File: src/ppd_pkg.sv
// Package for the parallel port data register block: modes, widths, reset values, carriers.
// Assumes a single system clock domain and a sequencing block that issues strobes.
package ppd_pkg;

	////////////////////////////////////////////////////////////////////////////////
	// Widths and field positions
	localparam int BYTE_W    = 8;
	localparam int WORD_W    = 16;
	localparam int CS_W      = 2;
	localparam int CS_LSB    = 14;
	localparam int ADDR_HI_W = 8;
	localparam logic [7:0]  BYTE_RST = 8'h00;
	localparam logic [15:0] WORD_RST = 16'h0000;
	localparam logic [1:0]  CS_IDLE  = 2'h0;

	////////////////////////////////////////////////////////////////////////////////
	// Operating mode and register selects
	typedef enum logic [1:0] {
		PPD_MODE_SLAVE,
		PPD_MODE_BUF_SLAVE,
		PPD_MODE_MASTER
	} ppd_mode_t;

	typedef enum logic [2:0] {
		PPD_SEL_IN_A_LO,
		PPD_SEL_IN_A_HI,
		PPD_SEL_IN_B_LO,
		PPD_SEL_IN_B_HI,
		PPD_SEL_SHARED_LO,
		PPD_SEL_SHARED_HI,
		PPD_SEL_OUT_B_LO,
		PPD_SEL_OUT_B_HI
	} ppd_sel_t;

	// Core side byte access
	typedef struct packed {
		logic             wr;
		logic             rd;
		ppd_sel_t         sel;
		logic [7:0]       wdata;
	} ppd_core_req_t;

	// Bus side strobes from the sequencer
	typedef struct packed {
		logic             rx_wr;   // bus data arrived
		logic             rx_word; // 16-bit bus
		logic             tx_rd;   // host read / master write beat
		logic             cs_en;   // chip-select configuration
		logic [15:0]      rx_data;
	} ppd_bus_req_t;

	// Registered state
	typedef struct packed {
		logic [15:0]      in_a;
		logic [15:0]      in_b;
		logic [15:0]      shared;
		logic [15:0]      out_b;
		logic             rx_b_next; // next receive goes to pair B
		logic             tx_b_next; // next transmit from pair B
		logic [7:0]       rdata;
		logic [15:0]      tx_data;
	} ppd_state_t;

endpackage

File: src/ppd_data_regs.sv
// Data register file of the parallel port: four byte pairs between core and bus.
// Assumes mode, chip-select setup and bus strobes come from the port sequencer on CLK_SYS_I.
`timescale 1ns/100ps

module ppd_data_regs (
	input  wire logic                    CLK_SYS_I,   // 40 MHz system clock
	input  wire logic                    RESETN_I,    // Async reset, active low
	input  wire ppd_pkg::ppd_mode_t      MODE_I,      // Current operating mode
	input  wire ppd_pkg::ppd_core_req_t  CORE_REQ_I,  // Core byte read/write
	input  wire ppd_pkg::ppd_bus_req_t   BUS_REQ_I,   // Sequencer bus strobes
	output logic [7:0]                   CORE_RDATA_O, // Core read data, registered
	output logic [15:0]                  BUS_ADDR_O,  // Master bus address
	output logic [1:0]                   BUS_CS_O,    // Chip selects, active high
	output logic [15:0]                  BUS_TXDATA_O // Outgoing bus data, registered
);

	////////////////////////////////////////////////////////////////////////////////
	// State
	ppd_pkg::ppd_state_t st_reg;
	ppd_pkg::ppd_state_t st_next;

	logic is_master;
	logic is_buf;

	// Mode decode
	assign is_master = (MODE_I == ppd_pkg::PPD_MODE_MASTER);
	assign is_buf    = (MODE_I == ppd_pkg::PPD_MODE_BUF_SLAVE);

	////////////////////////////////////////////////////////////////////////////////
	// Next state
	always_comb begin
		st_next = st_reg;
		// Core write, byte granular so 16-bit moves are two writes
		if (CORE_REQ_I.wr) begin
			unique case (CORE_REQ_I.sel)
				ppd_pkg::PPD_SEL_IN_A_LO:   st_next.in_a[7:0]    = CORE_REQ_I.wdata;
				ppd_pkg::PPD_SEL_IN_A_HI:   st_next.in_a[15:8]   = CORE_REQ_I.wdata;
				ppd_pkg::PPD_SEL_IN_B_LO:   st_next.in_b[7:0]    = CORE_REQ_I.wdata;
				ppd_pkg::PPD_SEL_IN_B_HI:   st_next.in_b[15:8]   = CORE_REQ_I.wdata;
				// One storage for address and output A, any mode
				ppd_pkg::PPD_SEL_SHARED_LO: st_next.shared[7:0]  = CORE_REQ_I.wdata;
				ppd_pkg::PPD_SEL_SHARED_HI: st_next.shared[15:8] = CORE_REQ_I.wdata;
				ppd_pkg::PPD_SEL_OUT_B_LO:  st_next.out_b[7:0]   = CORE_REQ_I.wdata;
				ppd_pkg::PPD_SEL_OUT_B_HI:  st_next.out_b[15:8]  = CORE_REQ_I.wdata;
			endcase
		end
		// Core read returns stored value, same for both aliases
		if (CORE_REQ_I.rd) begin
			unique case (CORE_REQ_I.sel)
				ppd_pkg::PPD_SEL_IN_A_LO:   st_next.rdata = st_reg.in_a[7:0];
				ppd_pkg::PPD_SEL_IN_A_HI:   st_next.rdata = st_reg.in_a[15:8];
				ppd_pkg::PPD_SEL_IN_B_LO:   st_next.rdata = st_reg.in_b[7:0];
				ppd_pkg::PPD_SEL_IN_B_HI:   st_next.rdata = st_reg.in_b[15:8];
				ppd_pkg::PPD_SEL_SHARED_LO: st_next.rdata = st_reg.shared[7:0];
				ppd_pkg::PPD_SEL_SHARED_HI: st_next.rdata = st_reg.shared[15:8];
				ppd_pkg::PPD_SEL_OUT_B_LO:  st_next.rdata = st_reg.out_b[7:0];
				ppd_pkg::PPD_SEL_OUT_B_HI:  st_next.rdata = st_reg.out_b[15:8];
			endcase
		end
		// Bus receive; bus wins over a same-cycle core write
		if (BUS_REQ_I.rx_wr) begin
			if (is_buf && st_reg.rx_b_next) begin
				st_next.in_b      = BUS_REQ_I.rx_data;
				st_next.rx_b_next = 1'b0;
			end else begin
				st_next.in_a      = BUS_REQ_I.rx_data;
				st_next.rx_b_next = is_buf;
			end
			// 8-bit bus leaves the high byte untouched
			if (!BUS_REQ_I.rx_word) begin
				if (is_buf && st_reg.rx_b_next)
					st_next.in_b[15:8] = st_reg.in_b[15:8];
				else
					st_next.in_a[15:8] = st_reg.in_a[15:8];
			end
		end
		// Bus transmit data select
		if (BUS_REQ_I.tx_rd) begin
			if (is_master) begin
				st_next.tx_data = st_reg.in_a;
			end else if (is_buf && st_reg.tx_b_next) begin
				st_next.tx_data   = st_reg.out_b;
				st_next.tx_b_next = 1'b0;
			end else begin
				st_next.tx_data   = st_reg.shared;
				st_next.tx_b_next = is_buf;
			end
		end
		// Leaving buffered slave restarts both ping-pongs at pair A
		if (!is_buf) begin
			st_next.rx_b_next = 1'b0;
			st_next.tx_b_next = 1'b0;
		end
	end

	////////////////////////////////////////////////////////////////////////////////
	// Register
	always_ff @(posedge CLK_SYS_I or negedge RESETN_I) begin
		if (!RESETN_I) begin
			st_reg <= '{in_a: ppd_pkg::WORD_RST, in_b: ppd_pkg::WORD_RST,
				shared: ppd_pkg::WORD_RST, out_b: ppd_pkg::WORD_RST,
				rx_b_next: 1'b0, tx_b_next: 1'b0,
				rdata: ppd_pkg::BYTE_RST, tx_data: ppd_pkg::WORD_RST};
		end else begin
			st_reg <= st_next;
		end
	end

	////////////////////////////////////////////////////////////////////////////////
	// Outputs; address only meaningful in master mode, held at zero otherwise
	always_comb begin
		BUS_ADDR_O = ppd_pkg::WORD_RST;
		BUS_CS_O   = ppd_pkg::CS_IDLE;
		if (is_master) begin
			BUS_ADDR_O = st_reg.shared;
			if (BUS_REQ_I.cs_en) begin
				// Top bits become chip selects, not address
				BUS_CS_O = st_reg.shared[ppd_pkg::CS_LSB +: ppd_pkg::CS_W];
				BUS_ADDR_O[ppd_pkg::CS_LSB +: ppd_pkg::CS_W] = ppd_pkg::CS_IDLE;
			end
		end
	end

	assign CORE_RDATA_O = st_reg.rdata;
	assign BUS_TXDATA_O = st_reg.tx_data;

endmodule

File: config.mk
export PLATFORM = sky130hd
export DESIGN_NAME = ppd_data_regs
export DESIGN_NICKNAME = d
export VERILOG_FILES = /design/src/ppd_pkg.sv /design/src/ppd_data_regs.sv
export SDC_FILE = /design/constraint.sdc
export NUM_CORES = 1
export LEC_CHECK = 0
export BUFFER_PORTS_ARGS = -buffer_cell sky130_fd_sc_hd__buf_2
export CAP_MARGIN = 25
export CORE_ASPECT_RATIO = 2
export CORE_MARGIN = 2
export CORE_UTILIZATION = 62
export DETAILED_ROUTE_END_ITERATION = 7
export GPL_TIMING_DRIVEN = 0
export PLACE_DENSITY_LB_ADDON = 0.2
export SYNTH_ARGS = -nofsm -noshare
export SYNTH_HDL_FRONTEND = slang
export SYNTH_SLANG_ARGS = --single-unit
File: constraint.sdc
create_clock -name CLK_SYS_I -period 2.68 [get_ports CLK_SYS_I]
set_input_delay 0.536 -clock CLK_SYS_I [delete_from_list [all_inputs] [get_ports CLK_SYS_I]]
set_output_delay 0.536 -clock CLK_SYS_I [all_outputs]
set_load 0.01 [all_outputs]
==> impl_metrics.csv, run 1 <==
group,metric,value,unit
floorplan,die_h,132,um
critical_path,worst-path-max-fanout,10,
critical_path,crit_path_frequent_cell,"buf_2",
logic_synthesis,avgSynthCellArea,9.97,um2
floorplan,die_w,68.1,um
finish,final_cell_mix,"dfrtp_1 (90), buf_2 (85), a21oi_1 (48), mux2_2 (45), nand2_1 (39)",
logic_synthesis,seq_area_frac_synth,0.442,
clock_tree,clock-root-buffer,"clkbuf_16",
logic_synthesis,synth_area,5090,um2
floorplan,ios,79,
grt,grt_pass1_wl,23.0,mm
sta,fin_skew,0.00482,ns
sta,rsz0062_at_grt,"no",
sta,period_share,0.911,
logic_synthesis,synthCells,511,
logic_synthesis,synth-seq-cells,90,
sta,final_hold_viol_count,0,
route,via_count,4326,
logic_synthesis,ys.flop_type,"dfrtp_1",
clock_tree,cts_tree,"yes",
logic_synthesis,yosysWarningCount,0,
finish,syn2layout_area_growth,16.8,%
finish,antenna_cells,0,
grt,antenna_found_initial,0,
route,drt_pass1_iterations,5,
placement,routabilityCongestion,1.01,
placement,pre_cts_ws,-0.0969,ns
grt,grt_max_degree,49,
route,drc_errors,0,
sta,setup_viol,0,
sta,max_freq,409,MHz
critical_path,cp_data_required_time,2.14,ns
logic_synthesis,synth-edff-count,0,
finish,finalNonFillerCells,697,
route,drt_wl_total,14.7,mm
sta,slew_headroom,0.593,
route,dr.first_iter.drc_count,304,
clock_tree,cts_buffers,9,
clock_tree,clk_path_buf_depth,2,
run_status,status,"complete, no violations",
critical_path,cp.arrival,1.91,ns
logic_synthesis,async_flop_share,1.00,
placement,post-dp-hpwl,10.9,mm
finish,drive_above_1_share,0.318,
critical_path,criticalPathCategory,"in2out",
clock_tree,cts_sinks,90,
finish,num-nets-final,633,
finish,largest_reg_flops,66,
sta,fin_ws,0.238,ns
clock_tree,clk_latency,0.35,ns
critical_path,startpoint_type,"input pin",
clock_tree,clk_pin_slew,0.06,ns
sta,worstMarginPinSlew,0.608,ns
sta,slew_viol_final,0,
critical_path,cpPeakStageDelay,0.33,ns
power,p_leak,2.81,nW
route,viasPerCell,6.21,
power,ir_drop,0.492,mV
grt,grt_use_total,0.349,
finish,final_common_cell,"dfrtp_1",
floorplan,core-area,7940,um2
sta,setup_tns,0,ns
grt,grt_pass1_vias,4427,
finish,postLayoutCoreUtil,0.750,
floorplan,fp-row-count,46,
critical_path,end_kind,"primary output",
floorplan,start_util,0.641,
power,p_per_area,720,nW/um2
placement,dp_cells,681,
placement,io_buffers,73,
flow_run,cap_violations,0,
logic_synthesis,synth_cell_types,40,
sta,period_minus_slack,2.44,ns
grt,gr-total-overflow,0,
route,routedWlPerCell,21.1,um
logic_synthesis,synthesis.nets,548,
min_path,hold_class,"in2async",
route,ant_nets,0,
clock_tree,post_cts_buffers,0,
clock_tree,htreeDepth,3,
critical_path,cpMaxStageDelayCell,"nor2b_2",
critical_path,path_cells,"buf_2 -> buf_2 -> nor2b_2 -> clkbuf_2 -> and2_1 -> buf_2",
floorplan,die_area,9000,um2
-- report_power, final --
| group | internal, mW | switching (mW) |
|---|---|---|
| combinational | 0.503 | 0.485 |
| clock | 0.892 | 0.539 |
| sequential | 1.62 | 0.244 |
| total | 3.02 | 1.27 |
-- Yosys cell counts, drive strengths merged (2+ instances only) --
library cell | number | area, um2
and2 | 15 | 96.3
nand3 | 3 | 15.0
xnor2 | 2 | 17.5
nor2b | 7 | 43.8
clkbuf | 17 | 63.8
and3 | 12 | 75.1
nor2 | 32 | 130
nand2b | 4 | 27.5
o21ai | 12 | 60.1
a21oi | 56 | 310
inv | 19 | 71.3
nand2 | 39 | 146
a21o | 8 | 60.1
a31oi | 6 | 37.5
mux2 | 45 | 507
o211ai | 2 | 15.0
mux2i | 30 | 300
o21a | 14 | 105
a22o | 17 | 149
a211oi | 12 | 90.1
dfrtp | 90 | 2250
o22ai | 8 | 50.1
o311ai | 6 | 52.6
a221oi | 8 | 70.1
buf | 40 | 272
-- critical path: cells and delay by family --
kind / cells / cell delay (ns)
buffers and inverters: 4 / 0.85
and+or+nand+nor: 2 / 0.50
-- kinds of logic after synthesis --
logic type	count (synthesis)	synth area share
compound gates	150	0.198
xor+xnor	2	0.00344
buf+inv	76	0.0798
flops	90	0.442
mux	75	0.158
simple gates	118	0.118
-- per-stage QoR --
step	hold WS [ns]	area [um2]	power (mW)
after floorplan	0.240	5090	2.46
after global placement	0.462	5580	2.79
after detailed placement	0.468	5610	2.84
after CTS	0.206	5950	4.27
after global routing	0.231	5950	4.46
final	0.183	5950	4.29
-- worst paths after layout --
path,start,endpoint,slack [ns],cells after the start
worst max-delay path,MODE_I[0],BUS_ADDR_O[12],0.24,6
worst min register to register,BUS_TXDATA_O[8],BUS_TXDATA_O[8],0.48,1
max in group asynchronous,RESETN_I,BUS_TXDATA_O[12],1.86,2
min in group CLK_SYS_I,BUS_REQ_I[2],st_reg[76],0.46,3
worst min-delay path,RESETN_I,BUS_TXDATA_O[5],0.18,1
worst max register to register,st_reg[25],st_reg[70],0.77,4
-- cell type report --
| class | instances | area, um2 |
|---|---|---|
| Inverter | 19 | 71.3 |
| Sequential cell | 90 | 2250 |
| Buffer | 57 | 337 |
| Multi-Input combinational cell | 345 | 2440 |
| Clock buffer | 12 | 267 |
| Clock inverter | 4 | 72.6 |
| Fill cell | 601 | 1990 |
| Timing Repair Buffer | 74 | 395 |
| Tap cell | 96 | 120 |
-- timing repair --
item	4_1_cts	5_1_grt
pin swaps	0	0
endpoints found under the setup margin	10	10
resized for setup	1	2
hold buffers	0	0
-- routing by layer --
metal | vias up | wire length [um] | GRT usage
li1 | 1979 | - | -
met1 | 2085 | 5340 | 0.401
met2 | 208 | 7590 | 0.574
met3 | 54 | 768 | 0.0581
met4 | 0 | 1010 | 0.227
met5 | - | 0 | 0
No activity file was read; power rests on OpenSTA's default activity.
==> inputs of run 2 (changes only) <==
--- a/config.mk
+++ b/config.mk
@@ -5,6 +5,7 @@
 export SDC_FILE = /design/constraint.sdc
 export NUM_CORES = 1
 export LEC_CHECK = 0
+export ABC_AREA = 1
 export BUFFER_PORTS_ARGS = -buffer_cell sky130_fd_sc_hd__buf_2
 export CAP_MARGIN = 25
 export CORE_ASPECT_RATIO = 2
==> run 2 against run 1 <==
Effect of this change:
- wire length rose by 22%
- first-iteration DRC count increased by 90%
- clock power fell by 5%
- critical path type unchanged
- via count rose by 27%
- sequential share of layout area is 1.3 points lower
- largest cell class unchanged
- register-to-register slack improved by 0.32 ns
- die area up 4.5%
- power fell by 4.3%
- cell area up 3.6%
- clock skew is 0.0065 ns higher
- worst hold slack worse by 0.013 ns
- sequential cell count unchanged
- largest power group unchanged
==> impl_metrics.csv, run 2 <==
group,metric,value,unit
logic_synthesis,yosysTopAreaCellShare,0.422,
logic_synthesis,async_flop_share,1.00,
grt,grt_pass1_vias,5359,
grt,grt_pass1_wl,28.1,mm
critical_path,end_kind,"primary output",
critical_path,path_buf_inv,5,
floorplan,core-area,8290,um2
logic_synthesis,synth_area,5340,um2
clock_tree,htreeDepth,3,
clock_tree,clk_latency,0.35,ns
logic_synthesis,synthesis.nets,785,
sta,setup_tns,0,ns
finish,finalNonFillerCells,935,
critical_path,cpMaxStageDelayCell,"clkbuf_1",
finish,largest_reg_flops,66,
route,routedWlPerCell,19.1,um
flow_run,cap_violations,0,
logic_synthesis,synth-edff-count,0,
critical_path,r2r_cells,7,
placement,post-dp-hpwl,13.6,mm
logic_synthesis,seq_area_frac_synth,0.422,
finish,num-nets-final,869,
sta,worstMarginPinSlew,0.564,ns
sta,slew_headroom,0.624,
clock_tree,clk_path_buf_depth,2,
floorplan,ios,79,
clock_tree,cts_resized,0,
grt,top_usage_layer,"met2",
sta,max_freq,431,MHz
route,drt_wl_total,17.9,mm
clock_tree,cts_tree,"yes",
logic_synthesis,synth_area_leaders,"dfrtp_1 (42%), nand2_1 (14%), inv_1 (5.4%)",
logic_synthesis,synth_top_cell_by_area,"dfrtp_1",
floorplan,die_h,135,um
finish,drive_above_1_share,0.192,
route,drt_pass1_iterations,6,
finish,postLayoutCoreUtil,0.744,
critical_path,cp.arrival,1.78,ns
route,ant_nets,0,
logic_synthesis,avgSynthCellArea,7.13,um2
grt,grt_use_total,0.394,
finish,antenna_cells,0,
sta,period_share,0.865,
critical_path,cpPeakStageDelay,0.35,ns
power,p_comb_frac,0.227,
clock_tree,postCtsHoldBufs,0,
critical_path,criticalPathCategory,"in2out",
finish,final_common_cell,"nand2_1",
grt,antenna_found_initial,0,
power,intPower,2.79,mW
floorplan,die_area,9410,um2
sta,rsz0062_at_grt,"no",
placement,routabilityCongestion,1.01,
grt,met2_usage,0.705,
sta,setup_viol,0,
grt,gr-total-overflow,0,
route,dr.first_iter.drc_count,577,
critical_path,cp_data_required_time,2.14,ns
finish,syn2layout_area_growth,15.6,%
power,p_seq_frac,0.440,
logic_synthesis,synth-seq-cells,90,
logic_synthesis,synthTopCellsByCount,"nand2_1 (205), dfrtp_1 (90), inv_1 (77), nor2_1 (71)",
logic_synthesis,ys.flop_type,"dfrtp_1",
sta,fin_skew,0.0113,ns
placement,io_buffers,72,
run_status,status,"complete, no violations",
route,drc_errors,0,
logic_synthesis,yosysWarningCount,0,
sta,period_minus_slack,2.32,ns
floorplan,start_util,0.644,
critical_path,worst-path-stages,7,
power,clockPowerShare,0.332,
critical_path,crit_family,"buffers and inverters",
finish,final_cell_mix,"nand2_1 (205), dfrtp_1 (90), buf_2 (88), inv_1 (77), nor2_1 (71)",
critical_path,worst-path-max-fanout,10,
power,ir_drop,0.461,mV
grt,grt_max_degree,51,
critical_path,startpoint_type,"input pin",
clock_tree,clk_pin_slew,0.07,ns
floorplan,fp-row-count,47,
power,swShare,0.321,
floorplan,die_w,69.6,um
critical_path,path_cells,"buf_2 -> inv_2 -> nand2_1 -> clkbuf_1 -> buf_2 -> nor2_1 -> buf_2",
power,p_per_area,665,nW/um2
sta,slew_viol_final,0,
sta,final_hold_viol_count,0,
power,power_switching,1.32,mW
logic_synthesis,synth_cell_types,25,
logic_synthesis,synthCells,748,
logic_synthesis,yosysMostFrequentCell,"nand2_1",
clock_tree,clock-root-buffer,"clkbuf_16",
route,via_count,5494,
route,viasPerCell,5.88,
clock_tree,post_cts_buffers,0,
power,p_leak,3.30,nW
placement,dp_cells,919,
grt,met3_usage,0.0521,
min_path,hold_class,"in2async",
critical_path,crit_path_frequent_cell,"buf_2",
clock_tree,cts_sinks,90,
clock_tree,cts_buffers,9,
grt,met1_usage,0.433,
-- run 2: changes by cell type after synthesis, sizes merged, moves of 17 or more --
| cell | change |
|---|---|
| a22o | -17 |
| inv | +68 |
| mux2 | -45 |
| o21ai | +61 |
| nand2 | +168 |
| nand3 | +43 |
| nor2 | +46 |
| mux2i | -30 |
| nand4 | +40 |
| a21oi | -31 |
-- run 2: worst paths after layout --
path	from	to	slack [ns]
worst max register to register	st_reg[25]	st_reg[68]	1.09
worst max-delay path	MODE_I[0]	BUS_ADDR_O[4]	0.36
max in group asynchronous	RESETN_I	st_reg[59]	1.85
worst min-delay path	RESETN_I	st_reg[54]	0.17
worst min register to register	CORE_RDATA_O[0]	CORE_RDATA_O[0]	0.49
min in group CLK_SYS_I	BUS_REQ_I[0]	st_reg[74]	0.44
-- run 2: worst register-to-register path, cell delays in order, from the launching register on --
cell and delay [ns]:
dfrtp_1 0.41, nand2_1 0.08, inv_1 0.05, nand2_1 0.31
buf_2 0.33, nor2_1 0.07, a21oi_1 0.15, nand2_1 0.07
-- run 2: layout make-up --
type | instances | area (um2)
Fill cell | 626 | 2120
Inverter | 87 | 327
Clock buffer | 10 | 229
Buffer | 64 | 385
Tap cell | 98 | 123
Sequential cell | 90 | 2250
Timing Repair Buffer | 73 | 390
Clock inverter | 6 | 88.8
Multi-Input combinational cell | 507 | 2370
-- run 2: power by group through the flow --
| stage | clock network (mW) | registers [mW] | logic (mW) |
|---|---|---|---|
| final | 1.36 | 1.81 | 0.932 |
| after global routing | 1.40 | 1.83 | 1.03 |
| after CTS | 1.35 | 1.79 | 0.921 |
| after detailed placement | 0 | 1.81 | 0.911 |
| after global placement | 0 | 1.80 | 0.873 |
| after floorplan | 0 | 1.74 | 0.618 |
-- run 2: metal layers --
metal	share of wire	vias up	wire length (um)
li1	-	2580	-
met1	0.35	2549	6280
met2	0.52	293	9280
met3	0.062	72	1110
met4	0.069	0	1230
met5	0	-	0
-- run 2: logic make-up after synthesis --
group,after synthesis,share of synthesized area
simple gates,385,0.323
compound gates,122,0.122
buf+inv,151,0.133
flops,90,0.422
-- run 2: stage by stage --
stage / setup WS [ns] / area [um2] / power, mW / hold WS (ns)
3_3_place_gp: 0.331 / 5820 / 2.67 / 0.453
3_5_place_dp: 0.392 / 5850 / 2.73 / 0.471
6_report: 0.362 / 6170 / 4.10 / 0.170
4_1_cts: 0.376 / 6170 / 4.06 / 0.196
5_1_grt: 0.271 / 6170 / 4.26 / 0.220
2_1_floorplan: 0.818 / 5340 / 2.36 / 0.240
